<file path="config.mk">
export PLATFORM = sky130hd
export DESIGN_NAME = sub_swap_tabrd
export DESIGN_NICKNAME = d
export VERILOG_FILES = /design/src/hw/exec_unit_pkg.sv /design/src/hw/nibble_sub_alu.sv /design/src/hw/sub_swap_tabrd.sv
export SDC_FILE = /design/constraint.sdc
export NUM_CORES = 1
export LEC_CHECK = 0
export BUFFER_PORTS_ARGS = -buffer_cell sky130_fd_sc_hd__buf_2
export CAP_MARGIN = 20
export CELL_PAD_IN_SITES_DETAIL_PLACEMENT = 0
export CELL_PAD_IN_SITES_GLOBAL_PLACEMENT = 1
export CORE_MARGIN = 2
export CORE_UTILIZATION = 36
export CTS_CLUSTER_DIAMETER = 200
export DETAILED_ROUTE_END_ITERATION = 8
export PLACE_DENSITY_LB_ADDON = 0.1
export SYNTH_ARGS = -nofsm -noshare
export SYNTH_HDL_FRONTEND = slang
export SYNTH_SLANG_ARGS = --single-unit
</file>
<file path="constraint.sdc">
create_clock -name CLOCK_I -period 2.4 [get_ports CLOCK_I]
set_input_delay 0.24 -clock CLOCK_I [delete_from_list [all_inputs] [get_ports CLOCK_I]]
set_output_delay 0.24 -clock CLOCK_I [all_outputs]
set_load 0.05 [all_outputs]
</file>
<file path="src/hw/exec_unit_pkg.sv">
/*
  Shared constants for the three-instruction execution block.
  Assumes a 14-bit instruction word and 8-bit data path.
*/
package exec_unit_pkg;
  localparam int INSTR_W = 14;              // Instruction word width
  localparam int DATA_W  = 8;               // Data width
  localparam int FADDR_W = 7;               // File address width
  localparam int ROM_W   = 14;              // Program-memory word width
  localparam int ROM_AW  = 12;              // Program-memory address width
  // Opcode field positions
  localparam int OP_HI     = 13;            // Top of opcode field
  localparam int OP_LO     = 8;             // Bottom of opcode field
  localparam int DEST_BIT  = 7;             // Destination select bit
  localparam logic [5:0] OPC_SUB  = 6'h02;  // Subtract accumulator from file
  localparam logic [5:0] OPC_SWAP = 6'h0e;  // Nibble swap
  localparam logic [13:0] OPC_TRH = 14'h0058; // Table read high, full word
  localparam logic [7:0] ACC_RESET = 8'h00; // Accumulator after reset
  localparam int TRH_CYCLES = 2;            // Table read length in cycles
  localparam logic [1:0] TRH_LAST = 2'h1;   // Counter value of last cycle
endpackage

</file>
<file path="src/hw/nibble_sub_alu.sv">
/*
  Combinational arithmetic for subtract and nibble swap.
  Assumes operands are stable during the execute cycle.
*/
`timescale 1ns/1ns
`default_nettype none
module nibble_sub_alu
  import exec_unit_pkg::*;
(
  input  wire logic [DATA_W-1:0] file_i,    // File register operand
  input  wire logic [DATA_W-1:0] acc_i,     // Accumulator operand
  output logic      [DATA_W-1:0] diff_o,    // File minus accumulator
  output logic      [DATA_W-1:0] swap_o,    // Swapped file value
  output logic                   carry_o,   // Set when no borrow
  output logic                   half_o,    // Set when no nibble borrow
  output logic                   zero_o     // Difference is zero
);
  logic [DATA_W:0] wide;                    // Nine-bit sum
  logic [4:0]      low;                     // Low nibble sum

  // Two's complement: file + ~acc + 1
  always_comb begin
    wide    = {1'b0, file_i} + {1'b0, ~acc_i} + 9'h001;
    low     = {1'b0, file_i[3:0]} + {1'b0, ~acc_i[3:0]} + 5'h01;
    diff_o  = wide[DATA_W-1:0];
    carry_o = wide[DATA_W];
    half_o  = low[4];
    zero_o  = (wide[DATA_W-1:0] == 8'h00);
    swap_o  = {file_i[3:0], file_i[7:4]};
  end
endmodule // nibble_sub_alu
`default_nettype wire

</file>
<file path="src/hw/sub_swap_tabrd.sv">
/*
  Execution of subtract-from-file, nibble swap and table read high.
  Assumes the core presents one instruction per INSTR_VALID_I pulse,
  file data for the addressed register in the same cycle, and program
  memory that answers one cycle after an address is presented.
*/
// Behaviour
// - Subtract accumulator from file, update flags
// - Subtract result to accumulator or file by bit
// - Swap register nibbles, leave flags unchanged
// - Swap result to accumulator or file by bit
// - Table read loads ROM high byte, flags kept
// - Table read takes two instruction cycles
// - Pointer is high register low nibble over indirect low byte
`timescale 1ns/1ns
`default_nettype none
module sub_swap_tabrd
  import exec_unit_pkg::*;
(
  input  wire logic               CLOCK_I,         // Core clock
  input  wire logic               RESETN_I,        // Async reset, low
  input  wire logic               INSTR_VALID_I,   // Instruction present
  input  wire logic [INSTR_W-1:0] INSTR_I,         // Instruction word
  input  wire logic [DATA_W-1:0]  FILE_DATA_I,     // Addressed file value
  input  wire logic [DATA_W-1:0]  INDIRECT_ADDR_REG_I,    // Pointer low
  input  wire logic [DATA_W-1:0]  TABLE_POINTER_HIGH_REG_I, // Pointer high
  input  wire logic [ROM_W-1:0]   ROM_DATA_I,      // Program-memory word
  output logic                    BUSY_O,          // Table read in progress
  output logic [ROM_AW-1:0]       ROM_ADDR_O,      // Table pointer
  output logic                    ROM_RD_O,        // Program-memory read
  output logic [DATA_W-1:0]       ACC_O,           // Working accumulator
  output logic                    FILE_WE_O,       // File write strobe
  output logic [FADDR_W-1:0]      FILE_ADDR_O,     // File write address
  output logic [DATA_W-1:0]       FILE_WDATA_O,    // File write data
  output logic                    CARRY_FLAG_O,    // Carry flag
  output logic                    HALF_CARRY_FLAG_O, // Digit carry flag
  output logic                    ZERO_FLAG_O      // Zero flag
);
  typedef enum logic {IDLE, FETCH} tr_state_e;     // Table read states

  logic [DATA_W-1:0]  diff, swap;                 // ALU results
  logic               c_new, h_new, z_new;        // ALU flags
  logic               is_sub, is_swap, is_trh;    // Decodes
  logic               dest_file;                  // Destination bit

  tr_state_e          state_reg, state_next;      // Table read state
  logic [1:0]         cnt_reg, cnt_next;          // Cycle counter
  logic               busy_reg, busy_next;
  logic [ROM_AW-1:0]  addr_reg, addr_next;
  logic               rd_reg, rd_next;
  logic [DATA_W-1:0]  acc_reg, acc_next;
  logic               we_reg, we_next;
  logic [FADDR_W-1:0] fa_reg, fa_next;
  logic [DATA_W-1:0]  fd_reg, fd_next;
  logic               c_reg, c_next, h_reg, h_next, z_reg, z_next;

  // Arithmetic for both file operations
  nibble_sub_alu u_alu (
    .file_i  (FILE_DATA_I),
    .acc_i   (acc_reg),
    .diff_o  (diff),
    .swap_o  (swap),
    .carry_o (c_new),
    .half_o  (h_new),
    .zero_o  (z_new)
  );

  // Opcode decode, ignored while table read busy
  always_comb begin
    is_sub    = INSTR_VALID_I && !busy_reg && (INSTR_I[OP_HI:OP_LO] == OPC_SUB);
    is_swap   = INSTR_VALID_I && !busy_reg && (INSTR_I[OP_HI:OP_LO] == OPC_SWAP);
    is_trh    = INSTR_VALID_I && !busy_reg && (INSTR_I == OPC_TRH);
    dest_file = INSTR_I[DEST_BIT];
  end

  // Next values for accumulator, file port, flags and table read
  always_comb begin
    state_next = state_reg;
    cnt_next   = cnt_reg;
    busy_next  = busy_reg;
    addr_next  = addr_reg;
    rd_next    = 1'b0;
    acc_next   = acc_reg;
    we_next    = 1'b0;
    fa_next    = fa_reg;
    fd_next    = fd_reg;
    c_next     = c_reg;
    h_next     = h_reg;
    z_next     = z_reg;
    unique case (state_reg)
      IDLE: begin
        if (is_sub) begin
          c_next = c_new;
          h_next = h_new;
          z_next = z_new;
          if (dest_file) begin
            we_next = 1'b1;
            fa_next = INSTR_I[FADDR_W-1:0];
            fd_next = diff;
          end else begin
            acc_next = diff;
          end
        end else if (is_swap) begin
          if (dest_file) begin
            we_next = 1'b1;
            fa_next = INSTR_I[FADDR_W-1:0];
            fd_next = swap;
          end else begin
            acc_next = swap;
          end
        end else if (is_trh) begin
          // Pointer: high register low nibble over indirect low byte, truncated to 12 bits
          addr_next  = ROM_AW'({TABLE_POINTER_HIGH_REG_I,
                                INDIRECT_ADDR_REG_I});
          rd_next    = 1'b1;
          busy_next  = 1'b1;
          cnt_next   = 2'h0;
          state_next = FETCH;
        end
      end
      FETCH: begin
        // Second cycle captures the ROM word
        // Memory answers one cycle after the read pulse, so wait out cycle one
        if (cnt_reg == TRH_LAST) begin
          acc_next   = {2'b00, ROM_DATA_I[ROM_W-1:DATA_W]};
          busy_next  = 1'b0;
          state_next = IDLE;
        end
        cnt_next = cnt_reg + 2'h1;
      end
    endcase
  end

  // State registers
  always_ff @(posedge CLOCK_I or negedge RESETN_I) begin
    if (!RESETN_I) begin
      state_reg <= IDLE;
      cnt_reg   <= 2'h0;
      busy_reg  <= 1'b0;
      addr_reg  <= '0;
      rd_reg    <= 1'b0;
      acc_reg   <= ACC_RESET;
      we_reg    <= 1'b0;
      fa_reg    <= '0;
      fd_reg    <= '0;
      c_reg     <= 1'b0;
      h_reg     <= 1'b0;
      z_reg     <= 1'b0;
    end else begin
      state_reg <= state_next;
      cnt_reg   <= cnt_next;
      busy_reg  <= busy_next;
      addr_reg  <= addr_next;
      rd_reg    <= rd_next;
      acc_reg   <= acc_next;
      we_reg    <= we_next;
      fa_reg    <= fa_next;
      fd_reg    <= fd_next;
      c_reg     <= c_next;
      h_reg     <= h_next;
      z_reg     <= z_next;
    end
  end

  // Outputs straight from flip-flops
  assign BUSY_O            = busy_reg;
  assign ROM_ADDR_O        = addr_reg;
  assign ROM_RD_O          = rd_reg;
  assign ACC_O             = acc_reg;
  assign FILE_WE_O         = we_reg;
  assign FILE_ADDR_O       = fa_reg;
  assign FILE_WDATA_O      = fd_reg;
  assign CARRY_FLAG_O      = c_reg;
  assign HALF_CARRY_FLAG_O = h_reg;
  assign ZERO_FLAG_O       = z_reg;

  // Subtract to accumulator lands the difference next cycle
  property p_sub_acc;
    @(posedge CLOCK_I) disable iff (!RESETN_I)
      (is_sub && !dest_file) |=> (ACC_O == $past(FILE_DATA_I) - $past(acc_reg));
  endproperty
  a_sub_acc: assert property (p_sub_acc) else $error("sub acc wrong");

  // Subtract flags follow the operands
  property p_sub_flags;
    @(posedge CLOCK_I) disable iff (!RESETN_I)
      is_sub |=> (CARRY_FLAG_O == ($past(FILE_DATA_I) >= $past(acc_reg)))
             && (ZERO_FLAG_O == ($past(FILE_DATA_I) == $past(acc_reg)))
             && (HALF_CARRY_FLAG_O == ($past(FILE_DATA_I[3:0]) >= $past(acc_reg[3:0])));
  endproperty
  a_sub_flags: assert property (p_sub_flags) else $error("sub flags wrong");

  // Subtract to file writes the file, accumulator kept
  property p_sub_file;
    @(posedge CLOCK_I) disable iff (!RESETN_I)
      (is_sub && dest_file) |=> FILE_WE_O && $stable(ACC_O)
        && (FILE_WDATA_O == $past(FILE_DATA_I) - $past(acc_reg));
  endproperty
  a_sub_file: assert property (p_sub_file) else $error("sub file wrong");

  // Swap exchanges nibbles and keeps flags
  property p_swap;
    @(posedge CLOCK_I) disable iff (!RESETN_I)
      is_swap |=> $stable({CARRY_FLAG_O, HALF_CARRY_FLAG_O, ZERO_FLAG_O})
        && (FILE_WE_O ? FILE_WDATA_O : ACC_O)
           == {$past(FILE_DATA_I[3:0]), $past(FILE_DATA_I[7:4])};
  endproperty
  a_swap: assert property (p_swap) else $error("swap wrong");

  // Swap destination follows the bit
  property p_swap_dest;
    @(posedge CLOCK_I) disable iff (!RESETN_I)
      is_swap |=> (FILE_WE_O == $past(dest_file));
  endproperty
  a_swap_dest: assert property (p_swap_dest) else $error("swap dest wrong");

  // Table read busy exactly two cycles
  property p_trh_len;
    @(posedge CLOCK_I) disable iff (!RESETN_I)
      is_trh |=> BUSY_O ##1 BUSY_O ##1 !BUSY_O;
  endproperty
  a_trh_len: assert property (p_trh_len) else $error("table read length wrong");

  // Pointer formed from both registers
  property p_trh_addr;
    @(posedge CLOCK_I) disable iff (!RESETN_I)
      is_trh |=> ROM_RD_O && (ROM_ADDR_O == ROM_AW'({$past(TABLE_POINTER_HIGH_REG_I),
                                                    $past(INDIRECT_ADDR_REG_I)}));
  endproperty
  a_trh_addr: assert property (p_trh_addr) else $error("pointer wrong");

  // High byte loaded zero-extended, flags kept
  property p_trh_data;
    @(posedge CLOCK_I) disable iff (!RESETN_I)
      is_trh |=> ##2 (ACC_O == {2'b00, $past(ROM_DATA_I[13:8])})
        && $stable(ZERO_FLAG_O) && $stable(CARRY_FLAG_O) && $stable(HALF_CARRY_FLAG_O);
  endproperty
  a_trh_data: assert property (p_trh_data) else $error("table data wrong");
endmodule // sub_swap_tabrd
`default_nettype wire

</file>
After elaboration in Yosys (flattened, before gate mapping):

Index checks and enable logic that the tools add are counted.

* reductions and logical operators: 14
* multiplexer cells: 32
* $add $sub $neg: 5
* eq/ne operators: 13
* bitwise logic cells: 5

Operators with widths (number)
* $mux 8: 9
* $mux 7: 3
* $pmux 8 s2: 1
* $reduce_and 4->1: 4
* $eq 14x7->1 const B: 1
* $mux 1: 13
* $ne 2x2->1 const B: 5
* $add 8x8->9: 1
* $add 9x1->9 const B: 1
* $ne 3x3->1 const B: 3
* $logic_not 8->1: 1
* $not 8->8: 1
* $eq 6x2->1 const B: 1
* $eq 6x4->1 const B: 1
* $mux 2: 3
* $add 4x4->5: 1
* $add 5x1->5 const B: 1
* $logic_and 1x1->1: 4
* $not 4->4: 1
* $pmux 1 s2: 2
* $pmux 2 s2: 1
* $reduce_and 2->1: 2
* $not 1->1: 3
* $reduce_and 3->1: 1
* other kinds (5): 5

* word-level logic and storage cells: 81
* register bits after elaboration: 44

Depth between registers and ports, before layout:

* depth in word-level cells: 7
* gate-level depth with buffers: 9
* gate-level depth less buffers: 9

Hierarchy:

A second synthesis with hierarchy kept.

* cell total of the unflattened synthesis: 211
* area, all modules: 2459.9 µm²

Modules (own cells, without submodules)
* sub_swap_tabrd: sequential area each 1101.1 µm², instances 1, area an instance 2005.7 µm², cells each 153
* nibble_sub_alu: sequential area each 0.0 µm², instances 1, area an instance 454.2 µm², cells each 58

Worst setup path before layout:

No wires, ideal clock.

* kind: register to register
* from: reg acc_reg[0] (netlist: ACC_O[0])
* to: reg z_reg (netlist: ZERO_FLAG_O)
* setup time: 95 ps
* path buffers: 0
* period minus slack after synthesis: 2362 ps
* arrival time: 2267 ps
* slack: 38 ps
* stages on the path, launching flop included: 9
* cells stage by stage: dfrtp_1 -> ha_1 -> inv_1 -> fa_1 -> a211oi_1 -> o21bai_1 -> a211oi_1 -> o2111ai_1 -> o31ai_1

* word-level cells in the longest chain between the ends: 4

RTL lines
* start: declaration: RTL line sub_swap_tabrd.sv:51 `logic [DATA_W-1:0] acc_reg, acc_next;`
* start signal: assignment: RTL line sub_swap_tabrd.sv:155 `acc_reg <= acc_next;`
* $not 8->8: RTL line nibble_sub_alu.sv:23 `wide = {1'b0, file_i} + {1'b0, ~acc_i} + 9'h001;`
* $add 8x8->9: RTL line nibble_sub_alu.sv:23
* $add 9x1->9: RTL line nibble_sub_alu.sv:23
* $logic_not 8->1: RTL line nibble_sub_alu.sv:28 `zero_o = (wide[DATA_W-1:0] == 8'h00);`
* end signal: assignment: RTL line sub_swap_tabrd.sv:161 `z_reg <= z_next;`
* end: declaration: RTL line sub_swap_tabrd.sv:55 `logic c_reg, c_next, h_reg, h_next, z_reg, z_next;`

No other way between the ends.
A chain may end at the register's enable or synchronous reset.

Final worst setup path:

Same ends and word-level chain as after synthesis.

==> results.cfg <==
[die]
core_um2 = 6280
die_y_um = 83.9
initial_core_util_pct = 36.6
dieArea_um2 = 7040
ios = 96
rows = 29
die_x_um = 83.9

[final_layout]
fin_util_pct = 47.8
nNetsFinal = 371
largest_reg_flops = 12
syn_to_final_growth_pct = 30.4
nFillCells = 628
multiInputGateArea_um2 = 1120
antenna_cells = 0
drive_above_1_share_pct = 43.3
register_area_um2 = 1100
post-route-cell-area_um2 = 3000

[route]
wl_um = 5690
final_antenna_net_count = 0
vias_per_cell = 4.92
vias = 1890
first_iter_violations = 81
drc = 0
route.detailed.wl_per_inst_um = 14.8
dr.pass1.iters = 4

[clock_network]
numCtsBuffers = 5
root_buffer = clkbuf_8
clk_pin_slew_ns = 0.09
cts_sinks = 44
cts_tree = yes
cts_htree_levels = 2
insertion_delay_ns = 0.30
cts.path.max_buffers = 2

[sta]
finalSetupViolCount = 0
tightest_slew_ns = 0.365
layout_min_cycle_time_ns = 2.19
rsz0062_at_grt = false
finalHoldViolations = 0
maxClockFrequency_mhz = 456
period_share_pct = 91.3
fin_skew_ns = 0.00719
fin_ws_ns = 0.209
slew_headroom_pct = 75.4
drv_slew = 0
setup_tns_ns = 0
whs_ns = 0.168

[synth]
synth_warnings = 0
synth_edf_count = 0
syn_inst = 209
syn_nets = 274
synth_top_flop_cell = dfrtp_1
yosysSeqAreaShare_pct = 47.9
syn-cell-area_um2 = 2300
ys_ff_latch = 44
yosysUniqueCellTypes = 48
synthArstFlopShare_pct = 100
avgSynthCellArea_um2 = 11.0

[placed_design]
gp_congestion = 0.790
port-buffer-count = 83
post-dp-hpwl_um = 4540
place_area_um2 = 2860
pre_cts_slack_ns = 0.153

[worst_setup_path]
crit_fanout = 3
cpMaxStageDelayCell = fa_1
cp.required_ns = 2.61
startpoint_type = flip-flop
crit_path_cell_trace = ha_1 -> inv_1 -> fa_1 -> a211oi_1 -> o21bai_1 -> a211oi_1 -> o2111ai_1 -> o31ai_1
critPathMaxStageDelay_ns = 0.41
end_kind = flip-flop
cpMostUsedCell = a211oi_1
ff2ff_path_depth = 8
crit_type = flip-flop to flip-flop
arrival_ns = 2.40

[run]
drv_cap = 0

[pwr]
switchingPower_uw = 824
swShare_pct = 37.7
internal-power_mw = 1.36
p_leak_nw = 1.60
pwr-share-comb_pct = 34.3
p_per_area_nw_per_um2 = 729
vdd_drop_max_uv = 358
p_clk_share_pct = 26.6
pwr-share-seq_pct = 39.2

[global_route]
grt.total_usage_pct = 16.9
grt_max_degree = 20
overflow = 0
grt_pass1_wl_um = 9410
grt_pass1_vias = 1947
antenna_found_initial = 0

[outcome]
status = completed

[worst_hold_path]
hold_path.class = input pin to flip-flop
min_delay_path_depth = 2
==> power by group through the flow <==
stage               clock network (mW)  registers [mW]  logic (mW)
CTS                              0.599           0.859       0.749
global route                     0.628           0.869       0.816
floorplan                            0            1.13       0.266
finish                           0.581           0.856       0.749
global placement                     0           0.873       0.744
detailed placement                   0           0.873       0.745
==> area by class of cell <==
class / instances / area share [%]
clock buffer: 5 / 2.30
clock inverter: 3 / 1.42
inverter: 17 / 2.13
multi-input combinational: 144 / 37.5
sequential: 44 / 36.7
tap: 77 / 3.21
timing repair buffer: 94 / 16.7
==> synthesized netlist by cell type (2+ instances only) <==
master    count  area (um^2)
dfrtp_1      44         1100
mux2_2       22          248
nand2_1      21         78.8
inv_1        17         63.8
nor2_1       10         37.5
ha_1          9          113
o21ai_0       9         45.0
mux2i_1       8         80.1
a21oi_1       7         35.0
o21a_1        6         45.0
o211ai_1      4         30.0
a31oi_1       3         18.8
nand4_1       3         18.8
xor2_1        3         26.3
a211oi_1      2         15.0
a21boi_0      2         15.0
a21o_1        2         15.0
and3b_1       2         17.5
buf_2         2         10.0
nand2b_1      2         12.5
nor2b_1       2         12.5
nor4b_1       2         17.5
o31ai_1       2         15.0
==> worst paths after layout <==
| kind | from | to | slack [ns] |
|---|---|---|---|
| max | ACC_O[0] | ZERO_FLAG_O | 0.21 |
| min | TABLE_POINTER_HIGH_REG_I[1] | ROM_ADDR_O[9] | 0.17 |
| max reg2reg | ACC_O[0] | ZERO_FLAG_O | 0.21 |
| min reg2reg | HALF_CARRY_FLAG_O | HALF_CARRY_FLAG_O | 0.48 |
| max in group asynchronous | RESETN_I | ROM_ADDR_O[0] | 1.45 |
| min in group asynchronous | RESETN_I | ACC_O[0] | 0.37 |
==> cell usage in the layout, fill, tap and decap left out, types with 3 or more instances in the layout <==
cell type  instances
o211ai_1           4
o21a_1             6
a21oi_1            7
a31oi_1            3
buf_4             10
inv_1             17
dfrtp_1           44
buf_2             83
nand2_1           21
nand4_1            3
clkbuf_8           5
nor2_1            10
xor2_1             3
ha_1               9
o21ai_0            9
mux2_2            22
mux2i_1            8
==> per-layer routing <==
metal / vias to the layer above / share of wire (%) / global-route usage, %
met2: 37 / 50 / 28.7
met4: 0 / 0.86 / 3.96
met5: - / 0 / 0
met1: 903 / 45 / 21.7
met3: 5 / 4.2 / 4.45
li1: 945 / - / -
==> cell families after synthesis <==
family                     share of synthesized area [%]
and+or+nand+nor                                     13.1
DFF                                                 47.9
muxes                                               14.3
AOI/OAI and AO/OA                                   14.2
adders and majority gates                           5.77
xor gates and xnor gates                            1.14
buffers and inverters                               3.70
==> worst max-delay path: cells and delay by family (launching register included) <==
family                     cells  cell delay [ns]
AOI/OAI and AO/OA              5             1.07
DFF                            1             0.37
adders and majority gates      2             0.59
buffers and inverters          1             0.06
==> repair_timing <==
action	CTS	global route
setup endpoints to repair	0	14
hold endpoints to repair	12	0
setup buffers	0	0
gates resized for setup	0	2
hold buffers	1	0
==> stage by stage <==
step	std cells	power, mW
after floorplan	209	1.40
after global placement	375	1.62
after detailed placement	375	1.62
after CTS	384	2.21
after global routing	384	2.31
final	384	2.19
Note: power is estimated with default switching activity, not from simulation.
